`src/aimx_defs.vh`:
```
// register offsets, field positions, reset values and codes for the adc mux
`ifndef AIMX_DEFS_VH
`define AIMX_DEFS_VH
`define AIMX_OFS_CSA       12'h018
`define AIMX_OFS_CSB       12'h00C
`define AIMX_OFS_MUX       12'h01C
`define AIMX_OFS_RES       12'h010
`define AIMX_MUX_RESET     8'h00
`define AIMX_CSB_RESET     8'h00
`define AIMX_REF_HI        7
`define AIMX_REF_LO        6
`define AIMX_BIN_BIT       7
`define AIMX_DONE_BIT      4
`define AIMX_BUSY_BIT      6
`define AIMX_CH_ANALOG_GROUND_INPUT       6'h20
`define AIMX_CH_IREF       6'h21
`define AIMX_CH_TEMP       6'h22
`define AIMX_REF_VCC       2'h0
`define AIMX_REF_EXT       2'h1
`define AIMX_REF_INT       2'h2
`define AIMX_REF_PIN       2'h3
`define AIMX_SEL_ANALOG_GROUND_INPUT      4'h8
`define AIMX_SEL_IREF      4'h9
`define AIMX_SEL_TEMP      4'hA
`define AIMX_UNI_MAX       10'h3FF
`define AIMX_BIP_MIN       10'h200
`define AIMX_BIP_MAX       10'h1FF
`endif

```
`src/aimx_adc_mux.v`:
```
// adc input mux control, deferred settings and result coding
`timescale 1ns/1ns
`include "aimx_defs.vh"

// Overview of operation
// - unipolar differential clamps to 0..0x3FF
// - bipolar result two's complement 0x200..0x1FF
// - bipolar result msb is sign
// - reset selects unipolar; bipolar bit enables
// - lowest channel bit selects 1x or 20x on differential codes
// - code 100010 routes and enables temp sensor
// - reference field decodes vcc, ext, internal, pin
// - reference change waits for conversion completion
// - channel change waits for conversion completion
// - code 11 drives internal reference onto pin
// - single-ended codes select inputs, ground, reference
// - code ranges for pairs, calibration, reversed
// - top channel bit swaps pair polarity
// - calibration codes tie inputs 0, 3, 7
// - differential codes map per pair table
// - control b bit 7 is bipolar mode
// - done flag sets; deferred settings apply one cycle later
module aimx_adc_mux
(
   input  wire        clock,
   input  wire        rst_b,
   input  wire        clk_en,
   input  wire        psel,
   input  wire        penable,
   input  wire        pwrite,
   input  wire [11:0] paddr,
   input  wire [31:0] pwdata,
   output reg  [31:0] prdata,
   output reg         pready,
   output reg         pslverr,
   input  wire        conv_start,
   input  wire        conv_end,
   input  wire [10:0] conv_raw,
   output reg  [3:0]  afe_pos_sel,
   output reg  [3:0]  afe_neg_sel,
   output reg         afe_diff,
   output reg         afe_gain20,
   output reg  [1:0]  afe_ref_sel,
   output reg         afe_ref_to_pin,
   output reg         afe_temp_en,
   output reg         afe_bipolar,
   output reg  [9:0]  result_q,
   output reg         busy_q,
   output reg         done_q
);

   // ****************************************
   // channel decode
   // ****************************************
   // returns {diff, gain20, pos[3:0], neg[3:0]}
   function [9:0] chan_dec;
      input [5:0] c;
      reg   [3:0] p;
      reg   [3:0] n;
      reg         d;
      begin
         p = 4'h0;
         n = 4'h0;
         d = 1'b1;
         if (c[5:3] == 3'h0)
         begin
            p = {1'b0, c[2:0]};
            d = 1'b0;
         end
         else if (c == `AIMX_CH_ANALOG_GROUND_INPUT)
         begin
            p = `AIMX_SEL_ANALOG_GROUND_INPUT;
            d = 1'b0;
         end
         else if (c == `AIMX_CH_IREF)
         begin
            p = `AIMX_SEL_IREF;
            d = 1'b0;
         end
         else if (c == `AIMX_CH_TEMP)
         begin
            p = `AIMX_SEL_TEMP;
            d = 1'b0;
         end
         else if (c[5:3] == 3'h4)
         begin
            case (c[2:1])
               2'h1:    p = 4'h0;
               2'h2:    p = 4'h3;
               2'h3:    p = 4'h7;
               default: p = 4'h0;
            endcase
            n = p;
         end
         else
         begin
            case (c[4:1])
               4'h4:    begin p = 4'h0; n = 4'h1; end
               4'h5:    begin p = 4'h0; n = 4'h3; end
               4'h6:    begin p = 4'h1; n = 4'h2; end
               4'h7:    begin p = 4'h1; n = 4'h3; end
               4'h8:    begin p = 4'h2; n = 4'h3; end
               4'h9:    begin p = 4'h3; n = 4'h4; end
               4'hA:    begin p = 4'h3; n = 4'h5; end
               4'hB:    begin p = 4'h3; n = 4'h6; end
               4'hC:    begin p = 4'h3; n = 4'h7; end
               4'hD:    begin p = 4'h4; n = 4'h5; end
               4'hE:    begin p = 4'h5; n = 4'h6; end
               4'hF:    begin p = 4'h6; n = 4'h7; end
               default: begin p = 4'h0; n = 4'h0; end
            endcase
            if (c[5])
            begin
               {p, n} = {n, p};
            end
         end
         chan_dec = {d, d & c[0], p, n};
      end
   endfunction

   // ****************************************
   // registers and decode nets
   // ****************************************
   reg  [7:0]  mux_q;
   reg  [7:0]  csb_q;
   reg  [9:0]  coded_w;
   reg  [31:0] rd_w;
   reg  [1:0]  ref_w;
   reg         map_w;
   reg         hit_mux_w;
   reg         hit_csb_w;
   reg         hit_csa_w;
   reg         hit_res_w;
   reg         setup_w;
   reg         rd_setup_w;
   reg         commit_w;
   reg         fin_w;
   reg         idle_w;
   wire [9:0]  dec_w = chan_dec(mux_q[5:0]);
   wire        acc_w = psel & penable & clk_en;
   wire        wr_w  = acc_w & pwrite;

   // ****************************************
   // register address decode
   // ****************************************
   // high when a bus address names one register word
   function reg_hit;
      input [11:0] a;
      input [11:0] ofs;
      begin
         reg_hit = (a == ofs);
      end
   endfunction

   always @*
   begin
      hit_mux_w = reg_hit(paddr, `AIMX_OFS_MUX);
      hit_csb_w = reg_hit(paddr, `AIMX_OFS_CSB);
      hit_csa_w = reg_hit(paddr, `AIMX_OFS_CSA);
      hit_res_w = reg_hit(paddr, `AIMX_OFS_RES);
      map_w     = hit_mux_w | hit_csb_w | hit_csa_w | hit_res_w;
      ref_w     = mux_q[`AIMX_REF_HI:`AIMX_REF_LO];
   end

   // ****************************************
   // transfer and conversion qualifiers
   // ****************************************
   always @*
   begin
      setup_w    = psel & ~penable;
      rd_setup_w = psel & ~penable & ~pwrite;
      commit_w   = wr_w & pready;
      fin_w      = conv_end & busy_q;
      idle_w     = ~busy_q & ~conv_start;
   end

   // ****************************************
   // read data select
   // ****************************************
   always @*
   begin
      rd_w = 32'h0000_0000;
      if (hit_mux_w)
         rd_w = {24'h0, mux_q};
      else if (hit_csb_w)
         rd_w = {24'h0, csb_q};
      else if (hit_csa_w)
         rd_w = {24'h0, 1'b0, busy_q, 1'b0, done_q, 4'h0};
      else if (hit_res_w)
         rd_w = {22'h0, result_q};
   end

   // ****************************************
   // result coding
   // ****************************************
   always @*
   begin
      if (!afe_diff || !afe_bipolar)
      begin
         if (conv_raw[10])
            coded_w = 10'h000;
         else if (conv_raw[9:0] > `AIMX_UNI_MAX)
            coded_w = `AIMX_UNI_MAX;
         else
            coded_w = conv_raw[9:0];
      end
      else if (conv_raw[10] && conv_raw[9:0] < `AIMX_BIP_MIN)
         coded_w = `AIMX_BIP_MIN;
      else if (!conv_raw[10] && conv_raw[9:0] > `AIMX_BIP_MAX)
         coded_w = `AIMX_BIP_MAX;
      else
         coded_w = {conv_raw[10], conv_raw[8:0]};
   end

   // ****************************************
   // apb slave
   // ****************************************
   always @(posedge clock or negedge rst_b)
   begin
      if (!rst_b)
      begin
         prdata  <= 32'h0000_0000;
         pready  <= 1'b0;
         pslverr <= 1'b0;
      end
      else if (clk_en)
      begin
         pready  <= setup_w;
         pslverr <= setup_w & ~map_w;
         if (rd_setup_w)
            prdata <= rd_w;
         else
            prdata <= 32'h0000_0000;
      end
   end

   // ****************************************
   // settings registers
   // ****************************************
   always @(posedge clock or negedge rst_b)
   begin
      if (!rst_b)
      begin
         mux_q <= `AIMX_MUX_RESET;
         csb_q <= `AIMX_CSB_RESET;
      end
      else if (clk_en)
      begin
         if (commit_w && hit_mux_w)
            mux_q <= pwdata[7:0];
         if (commit_w && hit_csb_w)
            csb_q <= pwdata[7:0];
      end
   end

   // ****************************************
   // conversion state
   // ****************************************
   always @(posedge clock or negedge rst_b)
   begin
      if (!rst_b)
         busy_q <= 1'b0;
      else if (clk_en)
      begin
         if (conv_start && !busy_q)
            busy_q <= 1'b1;
         else if (conv_end)
            busy_q <= 1'b0;
      end
   end

   always @(posedge clock or negedge rst_b)
   begin
      if (!rst_b)
         done_q <= 1'b0;
      else if (clk_en)
      begin
         // done clear by writing one; completion wins
         if (fin_w)
            done_q <= 1'b1;
         else if (commit_w && hit_csa_w && pwdata[`AIMX_DONE_BIT])
            done_q <= 1'b0;
      end
   end

   always @(posedge clock or negedge rst_b)
   begin
      if (!rst_b)
         result_q <= 10'h000;
      else if (clk_en && fin_w)
         result_q <= coded_w;
   end

   // ****************************************
   // front end channel controls
   // ****************************************
   // front end follows settings only while idle
   always @(posedge clock or negedge rst_b)
   begin
      if (!rst_b)
      begin
         afe_pos_sel <= 4'h0;
         afe_neg_sel <= 4'h0;
         afe_diff    <= 1'b0;
         afe_gain20  <= 1'b0;
         afe_temp_en <= 1'b0;
      end
      else if (clk_en && idle_w)
      begin
         afe_diff    <= dec_w[9];
         afe_gain20  <= dec_w[8];
         afe_pos_sel <= dec_w[7:4];
         afe_neg_sel <= dec_w[3:0];
         afe_temp_en <= (mux_q[5:0] == `AIMX_CH_TEMP);
      end
   end

   // ****************************************
   // front end reference and mode controls
   // ****************************************
   // reference codes: 0 vcc, 1 ext pin, 2 internal, 3 internal to pin
   always @(posedge clock or negedge rst_b)
   begin
      if (!rst_b)
      begin
         afe_ref_sel    <= `AIMX_REF_VCC;
         afe_ref_to_pin <= 1'b0;
         afe_bipolar    <= 1'b0;
      end
      else if (clk_en && idle_w)
      begin
         afe_ref_sel    <= ref_w;
         afe_ref_to_pin <= (ref_w == `AIMX_REF_PIN);
         afe_bipolar    <= csb_q[`AIMX_BIN_BIT];
      end
   end

endmodule // aimx_adc_mux

```
`config.mk`:
```
export PLATFORM = sky130hd
export DESIGN_NAME = aimx_adc_mux
export DESIGN_NICKNAME = d
export VERILOG_FILES = /design/src/aimx_adc_mux.v
export VERILOG_INCLUDE_DIRS = /design/src
export SDC_FILE = /design/constraint.sdc
export NUM_CORES = 1
export LEC_CHECK = 0
export BUFFER_PORTS_ARGS = -buffer_cell sky130_fd_sc_hd__buf_2
export CORE_MARGIN = 2
export CORE_UTILIZATION = 48
export DETAILED_ROUTE_END_ITERATION = 7
export MAX_ROUTING_LAYER = met4
export PLACE_DENSITY = 0.76
export SETUP_SLACK_MARGIN = 0.3
export SKIP_LAST_GASP = 1
export SYNTH_ARGS = -nofsm -noshare
export SYNTH_HDL_FRONTEND = slang
export SYNTH_SLANG_ARGS = --single-unit
```
`constraint.sdc`:
```
create_clock -name clock -period 2.1 [get_ports clock]
set_input_delay 0.105 -clock clock [delete_from_list [all_inputs] [get_ports clock]]
set_output_delay 0.105 -clock clock [all_outputs]
set_load 0.05 [all_outputs]
```
==> impl_metrics.toml, run 1 <==
[power]
p_leak_nw = 1.709
power_density_mw_per_mm2 = 737.2
vdd_drop_max_uv = 416.9
finalPower_mw = 2.526

[timing]
tns_ns = 0
rsz0062_at_grt = "no"
hold_violations = 0
hold_ws_ns = 0.02588
min_period_ns = 1.663
drv_slew = 0
max_slew.worst_pin.slew_ns = 0.6038
finalWorstSetupSlack_ns = 0.4368
timing.fmax_mhz = 601.2
setup_viol = 0
max-slew-margin-rel_pct = 59.48
post-route-period-util_pct = 79.20
skew_ns = 0.004871

[run_status]
outcome = "finished clean"

[drt]
remaining_drc_errors = 0
ant_nets = 0
drt-wirelength-per-cell_microns = 14.61
routed-via-count = 2528
firstDrtPassIters = 4
via_per_inst = 5.425
finalWirelength_microns = 6807
drt_iter0_drc = 143

[yosys]
netlist_top_cells_area = "dfrtp_1 46%, nor2_1 6.6%, mux2_2 6.2%, buf_4 5.9%, a21oi_1 3.6%"
ys_ff_latch = 54
synth_ff_type = "dfrtp_1"
synth_top_area_share_pct = 46.35
synth_cells = 310
synth.most_common_cell = "dfrtp_1"
synth_seq_area_share_pct = 46.35
syn_area_per_cell_sq_um = 9.404
yosys_warnings = 0
yosysTopAreaCell = "dfrtp_1"
synthDistinctLibCells = 44
synth-edff-count = 0
syn_area_sq_mm = 0.002915
synth_commonest_cells = "54 x dfrtp_1, 51 x nor2_1, 28 x nand2_1"
postSynth.asyncResetShare_pct = 100.0

[placement]
post_dp_cell_area_sq_mm = 0.003327
dp_hpwl_microns = 5263
place_ws_ns = 0.3424
io_buffers = 76
place.gp.congestion = 0.8144
dpl.cell_count = 457

[job]
maxCapViolCount = 0

[global_route]
grt_overflow_total = 0
grt_util_all_layers_pct = 21.05
grt_max_degree = 25
grt_pass1_wl_microns = 10470
antenna_found_initial = 0
grt_pass1_vias = 2260

[finish]
drive_gt1_share_pct = 30.69
final_area_sq_mm = 0.003427
post-route-util_pct = 58.23
areaGrowthSynthToFinish_pct = 17.55
finalNetCount = 458
fin_cells = 466
antennaDiodeCount = 0

[critical_path]
start_kind = "flip-flop"
end_kind = "flip-flop"
critPathMaxStageDelay_ns = 0.49
crit_type = "reg -> reg"
crit_chain = "inv_1 -> ha_1 -> and2_1 -> mux4_2 -> o21ai_0"
worstPathArrival_ns = 1.90
critPathSlowestCell = "dfrtp_2"
required_ns = 2.34
critPathMaxFanout = 12

[floorplan]
die_h_microns = 81.93
io_pins = 124
core-area_sq_mm = 0.005886
fp.dieArea_sq_mm = 0.006713
rows = 28
start_util_pct = 49.53
die-width_microns = 81.93

[cts]
cts.sinks = 54
cts_tree = "yes"
clkSlewWorstSetupHoldPaths_ns = 0.10
worstSkewPairLatency_ns = 0.31
root_buffer = "clkbuf_8"
cts_buffer_depth = 2
cts_made_buffers = 5
htree_levels = 2
cts_setup_buffers = 0

[hold_path]
hp-class = "in -> reg"
## routing by layer
metal | global-route usage, % | vias up | routed length [microns]
met1 | 27.25 | 1214 | 3023
li1 | - | 1192 | -
met5 | - | - | 0
met3 | 4.505 | 16 | 413
met2 | 32.93 | 106 | 3208
met4 | 7.167 | 0 | 161
## registers in the layout, indices dropped and copies added, names as in the netlist
name            count
pready              1
afe_diff            1
result_q           10
afe_neg_sel         3
afe_ref_sel         2
csb_q               8
pslverr             1
afe_bipolar         1
afe_ref_to_pin      1
afe_pos_sel         4
afe_gain20          1
afe_temp_en         1
done_q              1
prdata             10
busy_q              1
mux_q               8
## cell type report
| cell class | count | area [sq um] |
|---|---|---|
| repair buffers | 87 | 465.4 |
| inverters | 15 | 56.30 |
| clock inverters | 2 | 13.76 |
| multi-input cells | 227 | 1371 |
| flip-flops and latches | 54 | 1354 |
| well taps | 75 | 93.84 |
| clock buffers | 6 | 72.57 |
| fillers | 530 | 2459 |
## cell usage in the layout (no fill, tap or decap), types with 2 or more instances in the layout
master and count:
inv_1 15, a32o_1 3, o21ai_0 14, mux2_2 16
buf_4 10, nand4_1 3, and3_1 3, conb_1 23
maj3_1 2, nand2b_1 5, nand2_1 28, nor3_1 3
nor2b_1 5, o22ai_1 3, nor2_1 50, ha_1 5
dfrtp_1 52, a31oi_1 5, nand3_1 5, o32ai_1 8
a21oi_1 21, dfrtp_2 2, nor4_4 3, clkbuf_8 5
buf_2 76, a21o_1 2
## what timing repair did
item                       in CTS  in global routing
gates resized for setup         0                  2
hold endpoints to repair       22                  0
setup endpoints to repair       0                  2
hold buffers                    1                  0
## critical path, delay by kind of cell, from the launching register on
family                   cells  cell delay, ns
flip-flops                   1            0.49
multiplexers                 1            0.44
adder cells (fa/ha/maj)      1            0.24
AND/OR/NAND/NOR              1            0.18
AO/OA/AOI/OAI                1            0.14
buffers and inverters        1            0.10
## cells by family after synthesis
kind of cell	synth area share, %
compound gates	14.64
fa+ha+maj	2.833
buf+inv	9.528
flops	46.35
mux	7.296
other cells	0.1286
simple gates	19.23
## where the power goes
group          leakage, nW  total (mW)  switching, mW  internal (mW)
Sequential           0.709        1.19         0.0668           1.13
Clock               0.0452       0.583          0.346          0.236
Combinational        0.955       0.750          0.583          0.166
Total                 1.71        2.53          0.997           1.53
## final timing paths
path,from,endpoint,slack [ns],depth (start not counted)
worst max register to register,mux_q[2],afe_neg_sel[0],0.44,5
max in group asynchronous,rst_b,mux_q[2],1.11,3
min in group asynchronous,rst_b,afe_ref_sel[0],0.31,2
worst max-delay path,mux_q[2],afe_neg_sel[0],0.44,5
worst min register to register,afe_neg_sel[1],afe_neg_sel[1],0.49,2
worst min-delay path,conv_raw[0],result_q[0],0.03,3
Note: power is estimated with default switching activity, not from simulation.
==> run 2, diff against run 1 <==
- clock period: 2.1 -> 1.55 ns (I/O delays scaled with it)
==> run 2 against run 1 <==
Effect of this change: the flow now finishes with violations (hold timing); global-route usage rose by 1.4 points; non-clock buffer count increased by 21; clock-buffer cell count up 1; worst hold slack got worse by 0.027 ns; routed wire length up 5.3%; highest routed layer unchanged.
==> impl_metrics.toml, run 2 (synthesis gave the netlist of run 1 again) <==
[run_status]
failed_checks = "hold timing"
outcome = "finished with violations"

[placement]
place.gp.congestion = 0.8390
post_dp_cell_area_sq_mm = 0.003460
place_ws_ns = -0.07243
dpl.cell_count = 466
dp_hpwl_microns = 5153
io_buffers = 76

[critical_path]
r2r_start = "mux_q[1]"
required_ns = 1.79
critPathSlowestCell = "mux4_2"
critPathMaxFanout = 4
critPathMaxStageDelay_ns = 0.48
crit_type = "reg -> reg"
crit_start = "mux_q[1]"
start_kind = "flip-flop"
end_kind = "flip-flop"
critPathBufInv = 1
rr_endpoint = "afe_neg_sel[0]"
worstPathArrival_ns = 1.70
reg2regPathDepth = 5
crit_chain = "inv_2 -> ha_2 -> o21ai_0 -> mux4_2 -> o21ai_1"
r2r_setup_slack_ns = 0.09
crit_family = "multiplexers"

[finish]
layout.cells.most_common_list = "73 x buf_2, 50 x nor2_1, 48 x dfrtp_1"
finalNetCount = 479
antennaDiodeCount = 0
post-route-util_pct = 66.86
drive_gt1_share_pct = 42.72
largest_registers = "prdata x10, result_q x10"
final_area_sq_mm = 0.003935
layout_commonest_cell = "buf_2"
final.fill_count = 470
areaGrowthSynthToFinish_pct = 34.98
fin_cells = 487

[floorplan]
io_pins = 124
rows = 28
start_util_pct = 49.53
core-area_sq_mm = 0.005886
fp.dieArea_sq_mm = 0.006713
die-width_microns = 81.93
die_h_microns = 81.93

[hold_path]
hold_start = "conv_raw[5]"
hp-class = "in -> reg"
hold_depth = 3
hold_path_end = "result_q[5]"

[power]
p_leak_nw = 1.898
finalPower_mw = 3.612
vdd_drop_max_uv = 595.2
power_density_mw_per_mm2 = 917.8

[global_route]
grt_pass1_wl_microns = 11260
grt_overflow_total = 0
grt_max_degree = 33
antenna_found_initial = 0
grt_pass1_vias = 2393
grt_util_all_layers_pct = 22.45

[cts]
root_buffer = "clkbuf_8"
cts.sinks = 54
cts_buffer_depth = 2
worstSkewPairLatency_ns = 0.32
htree_levels = 2
cts_made_buffers = 5
clkSlewWorstSetupHoldPaths_ns = 0.10
cts_tree = "yes"

[drt]
wl_met3_microns = 390
ant_nets = 0
via_per_inst = 5.271
routed-via-count = 2567
firstDrtPassIters = 4
drt-wirelength-per-cell_microns = 14.71
drt_iter0_drc = 87
remaining_drc_errors = 0
drt-met1-wl_microns = 3103
top_layer = "met4"
wl_met2_microns = 3595
finalWirelength_microns = 7165

[timing]
hold_ws_ns = -0.0009721
setup_viol = 0
hold_violations = 1
max-slew-margin-rel_pct = 61.84
max_slew.worst_pin.slew_ns = 0.5725
rsz0062_at_grt = "yes"
min_period_ns = 1.457
drv_slew = 0
finalWorstSetupSlack_ns = 0.09252
skew_ns = 0.01156
post-route-period-util_pct = 94.03
timing.fmax_mhz = 686.1

[job]
maxCapViolCount = 0
run 2: worst reg2reg max path: cells and delay by family (launching register included):
family,cells,cell delay [ns]
AO/OA/AOI/OAI,2,0.22
adder cells (fa/ha/maj),1,0.21
flip-flops,1,0.40
buffers and inverters,1,0.09
multiplexers,1,0.48
run 2: repair_timing:
action / CTS / global route
hold buffers: 4 / 0
setup endpoints to repair: 32 / 48
buffers inserted: 8 / 0
hold endpoints to repair: 25 / 0
cloned: 1 / 0
pin swaps: 16 / 11
resized for setup: 39 / 29
run 2: power breakdown:
part | leakage (nW) | total, mW | internal (mW) | switching (mW)
Clock | 0.0544 | 0.895 | 0.411 | 0.484
Sequential | 0.703 | 1.61 | 1.53 | 0.0853
Combinational | 1.14 | 1.10 | 0.282 | 0.821
run 2: worst max-delay path by stage:
stage | slack, ns | cells past startpoint | to
after CTS | 0.1 | 5 | afe_neg_sel[0]
after global placement | -0.07 | 6 | csb_q[2]
after global routing | 0.02 | 5 | afe_neg_sel[0]
final | 0.09 | 5 | afe_neg_sel[0]
after detailed placement | -0.07 | 6 | csb_q[4]
after floorplan | -0.01 | 5 | afe_pos_sel[1]
run 2: metrics by stage:
stage	hold slack, ns	TNS [ns]
after floorplan	-0.2181	-0.04289
after global placement	0.08753	-1.005
after detailed placement	0.09864	-0.9444
after CTS	0.002381	0
after global routing	0.003649	0
final	-0.0009721	0
run 2: area by class of cell:
cell class                 count  area, sq um  area share (%)
clock buffer                   7        96.34           2.448
clock inverter                 1        8.758          0.2226
inverter                      15        61.31           1.558
multi-input combinational    227         1600           40.67
sequential                    54         1359           34.53
tap                           75        93.84           2.385
timing repair buffer         108        715.7           18.19
run 2: per-layer routing:
| layer | vias up | global-route usage, % |
|---|---|---|
| met5 | - | - |
| met4 | 0 | 5.167 |
| met1 | 1250 | 29.44 |
| li1 | 1231 | - |
| met3 | 8 | 3.846 |
| met2 | 78 | 36.67 |
==> run 3, diff against run 2 <==
- PLACE_DENSITY: 0.76 -> 0.8
==> run 3 against run 2 <==
Effect of this change: the run now ends clean; first-iteration DRC count grew 85%; non-clock buffer count fell by 2; utilization down 1.8 points; sequential power hardly changed; power down 2.1%; routed wire length grew 1.7%; clock skew down 0.0056 ns; global-route usage is 0.17 points lower; register-to-register slack worse by 0.03 ns; worst setup slack got worse by 0.026 ns; critical path depth unchanged; combinational power about the same; critical endpoint unchanged.
==> impl_metrics.toml, run 3 (synthesis gave the netlist of run 1 again) <==
[run_status]
outcome = "finished clean"

[power]
netSwitchingFraction_pct = 39.05
p_leak_nw = 1.844
p_seq_share_pct = 45.8
clkPwrFrac_pct = 23.6
p_switching_mw = 1.380
p_comb_share_pct = 30.6
p_int_mw = 2.154
vdd_drop_max_uv = 556.3
power_density_mw_per_mm2 = 922.4

[timing]
post-route-period-util_pct = 95.74
rsz0062_at_grt = "yes"
min_period_ns = 1.484
setup_viol = 0
timing.fmax_mhz = 673.9
skew_ns = 0.005985
hold_violations = 0
hold_ws_ns = 0.002910
max_slew.worst_pin.slew_ns = 0.6695
drv_slew = 0
max-slew-margin-rel_pct = 54.73

[floorplan]
io_pins = 124
fp.dieArea_sq_mm = 0.006713
start_util_pct = 49.53
die-width_microns = 81.93
core-area_sq_mm = 0.005886
rows = 28
die_h_microns = 81.93

[global_route]
grt_pass1_wl_microns = 11080
grt_max_degree = 32
grt_pass1_vias = 2334
antenna_found_initial = 0
grt_util_all_layers_pct = 22.28
grt_overflow_total = 0

[hold_path]
hp-class = "in -> reg"
hold_start = "conv_raw[2]"
hold_depth = 3
hold_path_end = "result_q[2]"

[critical_path]
worstPathArrival_ns = 1.73
r2r_start = "mux_q[2]"
crit_type = "reg -> reg"
critPathMaxFanout = 5
end_kind = "flip-flop"
rr_endpoint = "afe_neg_sel[0]"
start_kind = "flip-flop"
r2r_setup_slack_ns = 0.07
required_ns = 1.79
reg2regPathDepth = 5

[finish]
layout_commonest_cell = "buf_2"
drive_gt1_share_pct = 40.49
largest_registers = "prdata x10, result_q x10"
areaGrowthSynthToFinish_pct = 31.42
finalNetCount = 477
layout.cells.most_common_list = "75 x buf_2, 50 x nor2_1, 48 x dfrtp_1"
fin_cells = 485
antennaDiodeCount = 0

[cts]
root_buffer = "clkbuf_8"
cts_made_buffers = 5
worstSkewPairLatency_ns = 0.31
cts_tree = "yes"
cts.sinks = 54
htree_levels = 2
cts_buffer_depth = 2
clkSlewWorstSetupHoldPaths_ns = 0.10

[placement]
dpl.cell_count = 467
io_buffers = 76
place.gp.congestion = 0.8334
dp_hpwl_microns = 5313

[drt]
drt_iter0_drc = 161
via_per_inst = 5.357
finalWirelength_microns = 7290
routed-via-count = 2598
drt-wirelength-per-cell_microns = 15.03
firstDrtPassIters = 4
remaining_drc_errors = 0
ant_nets = 0

[job]
maxCapViolCount = 0
[run 3: what timing repair did]
item | in CTS | in global routing
pin swaps | 4 | 8
gates resized for setup | 27 | 22
hold buffers | 3 | 0
setup endpoints to repair | 29 | 48
buffers inserted | 4 | 1
cloned | 2 | 0
endpoints found under the hold margin | 17 | 0
[run 3: routing by layer]
layer / global-route usage, % / wire, microns
met3: 4.066 / 482
met2: 35.37 / 3599
met1: 28.74 / 3093
met4: 7.833 / 114
met5: - / 0
[run 3: cell type report]
cell class / instances / area [sq um]
fillers: 463 / 2054
multi-input cells: 227 / 1563
flip-flops and latches: 54 / 1359
repair buffers: 106 / 661.9
well taps: 75 / 93.84
clock inverters: 2 / 12.51
inverters: 15 / 58.81
clock buffers: 6 / 82.58
[run 3: worst max-delay path by stage]
stage                         from              to  slack [ns]
final                     mux_q[2]  afe_neg_sel[0]        0.07
after global routing      mux_q[1]  afe_neg_sel[0]        0.03
after CTS                 mux_q[2]  afe_neg_sel[0]        0.08
after detailed placement  paddr[0]        csb_q[3]       -0.11
after global placement    paddr[0]        csb_q[6]       -0.06
after floorplan             busy_q  afe_pos_sel[1]       -0.01
[run 3: per-stage QoR]
stage	power (mW)	cell area, sq um	setup WS, ns	utilization (%)	setup TNS (ns)
after floorplan	2.438	3097	-0.01195	-	-0.04289
after global placement	2.679	3467	-0.06033	58.91	-0.8243
after detailed placement	2.692	3467	-0.1111	58.91	-1.435
after CTS	3.539	3741	0.08032	63.56	0
after global routing	3.685	3831	0.02702	65.09	0
final	3.534	3831	0.06611	65.09	0
[run 3: power by group through the flow]
stage               logic [mW]  clock network (mW)  registers, mW
global route              1.15               0.902           1.63
detailed placement        1.05                   0           1.65
CTS                       1.07               0.848           1.62
global placement          1.04                   0           1.64
floorplan                0.376                   0           2.06
finish                    1.08               0.833           1.62
[run 3: worst max-delay path, stage by stage (launching register included)]
cell and delay (ns):
dfrtp_2 0.45, inv_4 0.05, ha_4 0.17, and2_4 0.14, mux4_2 0.48, o21ai_2 0.12
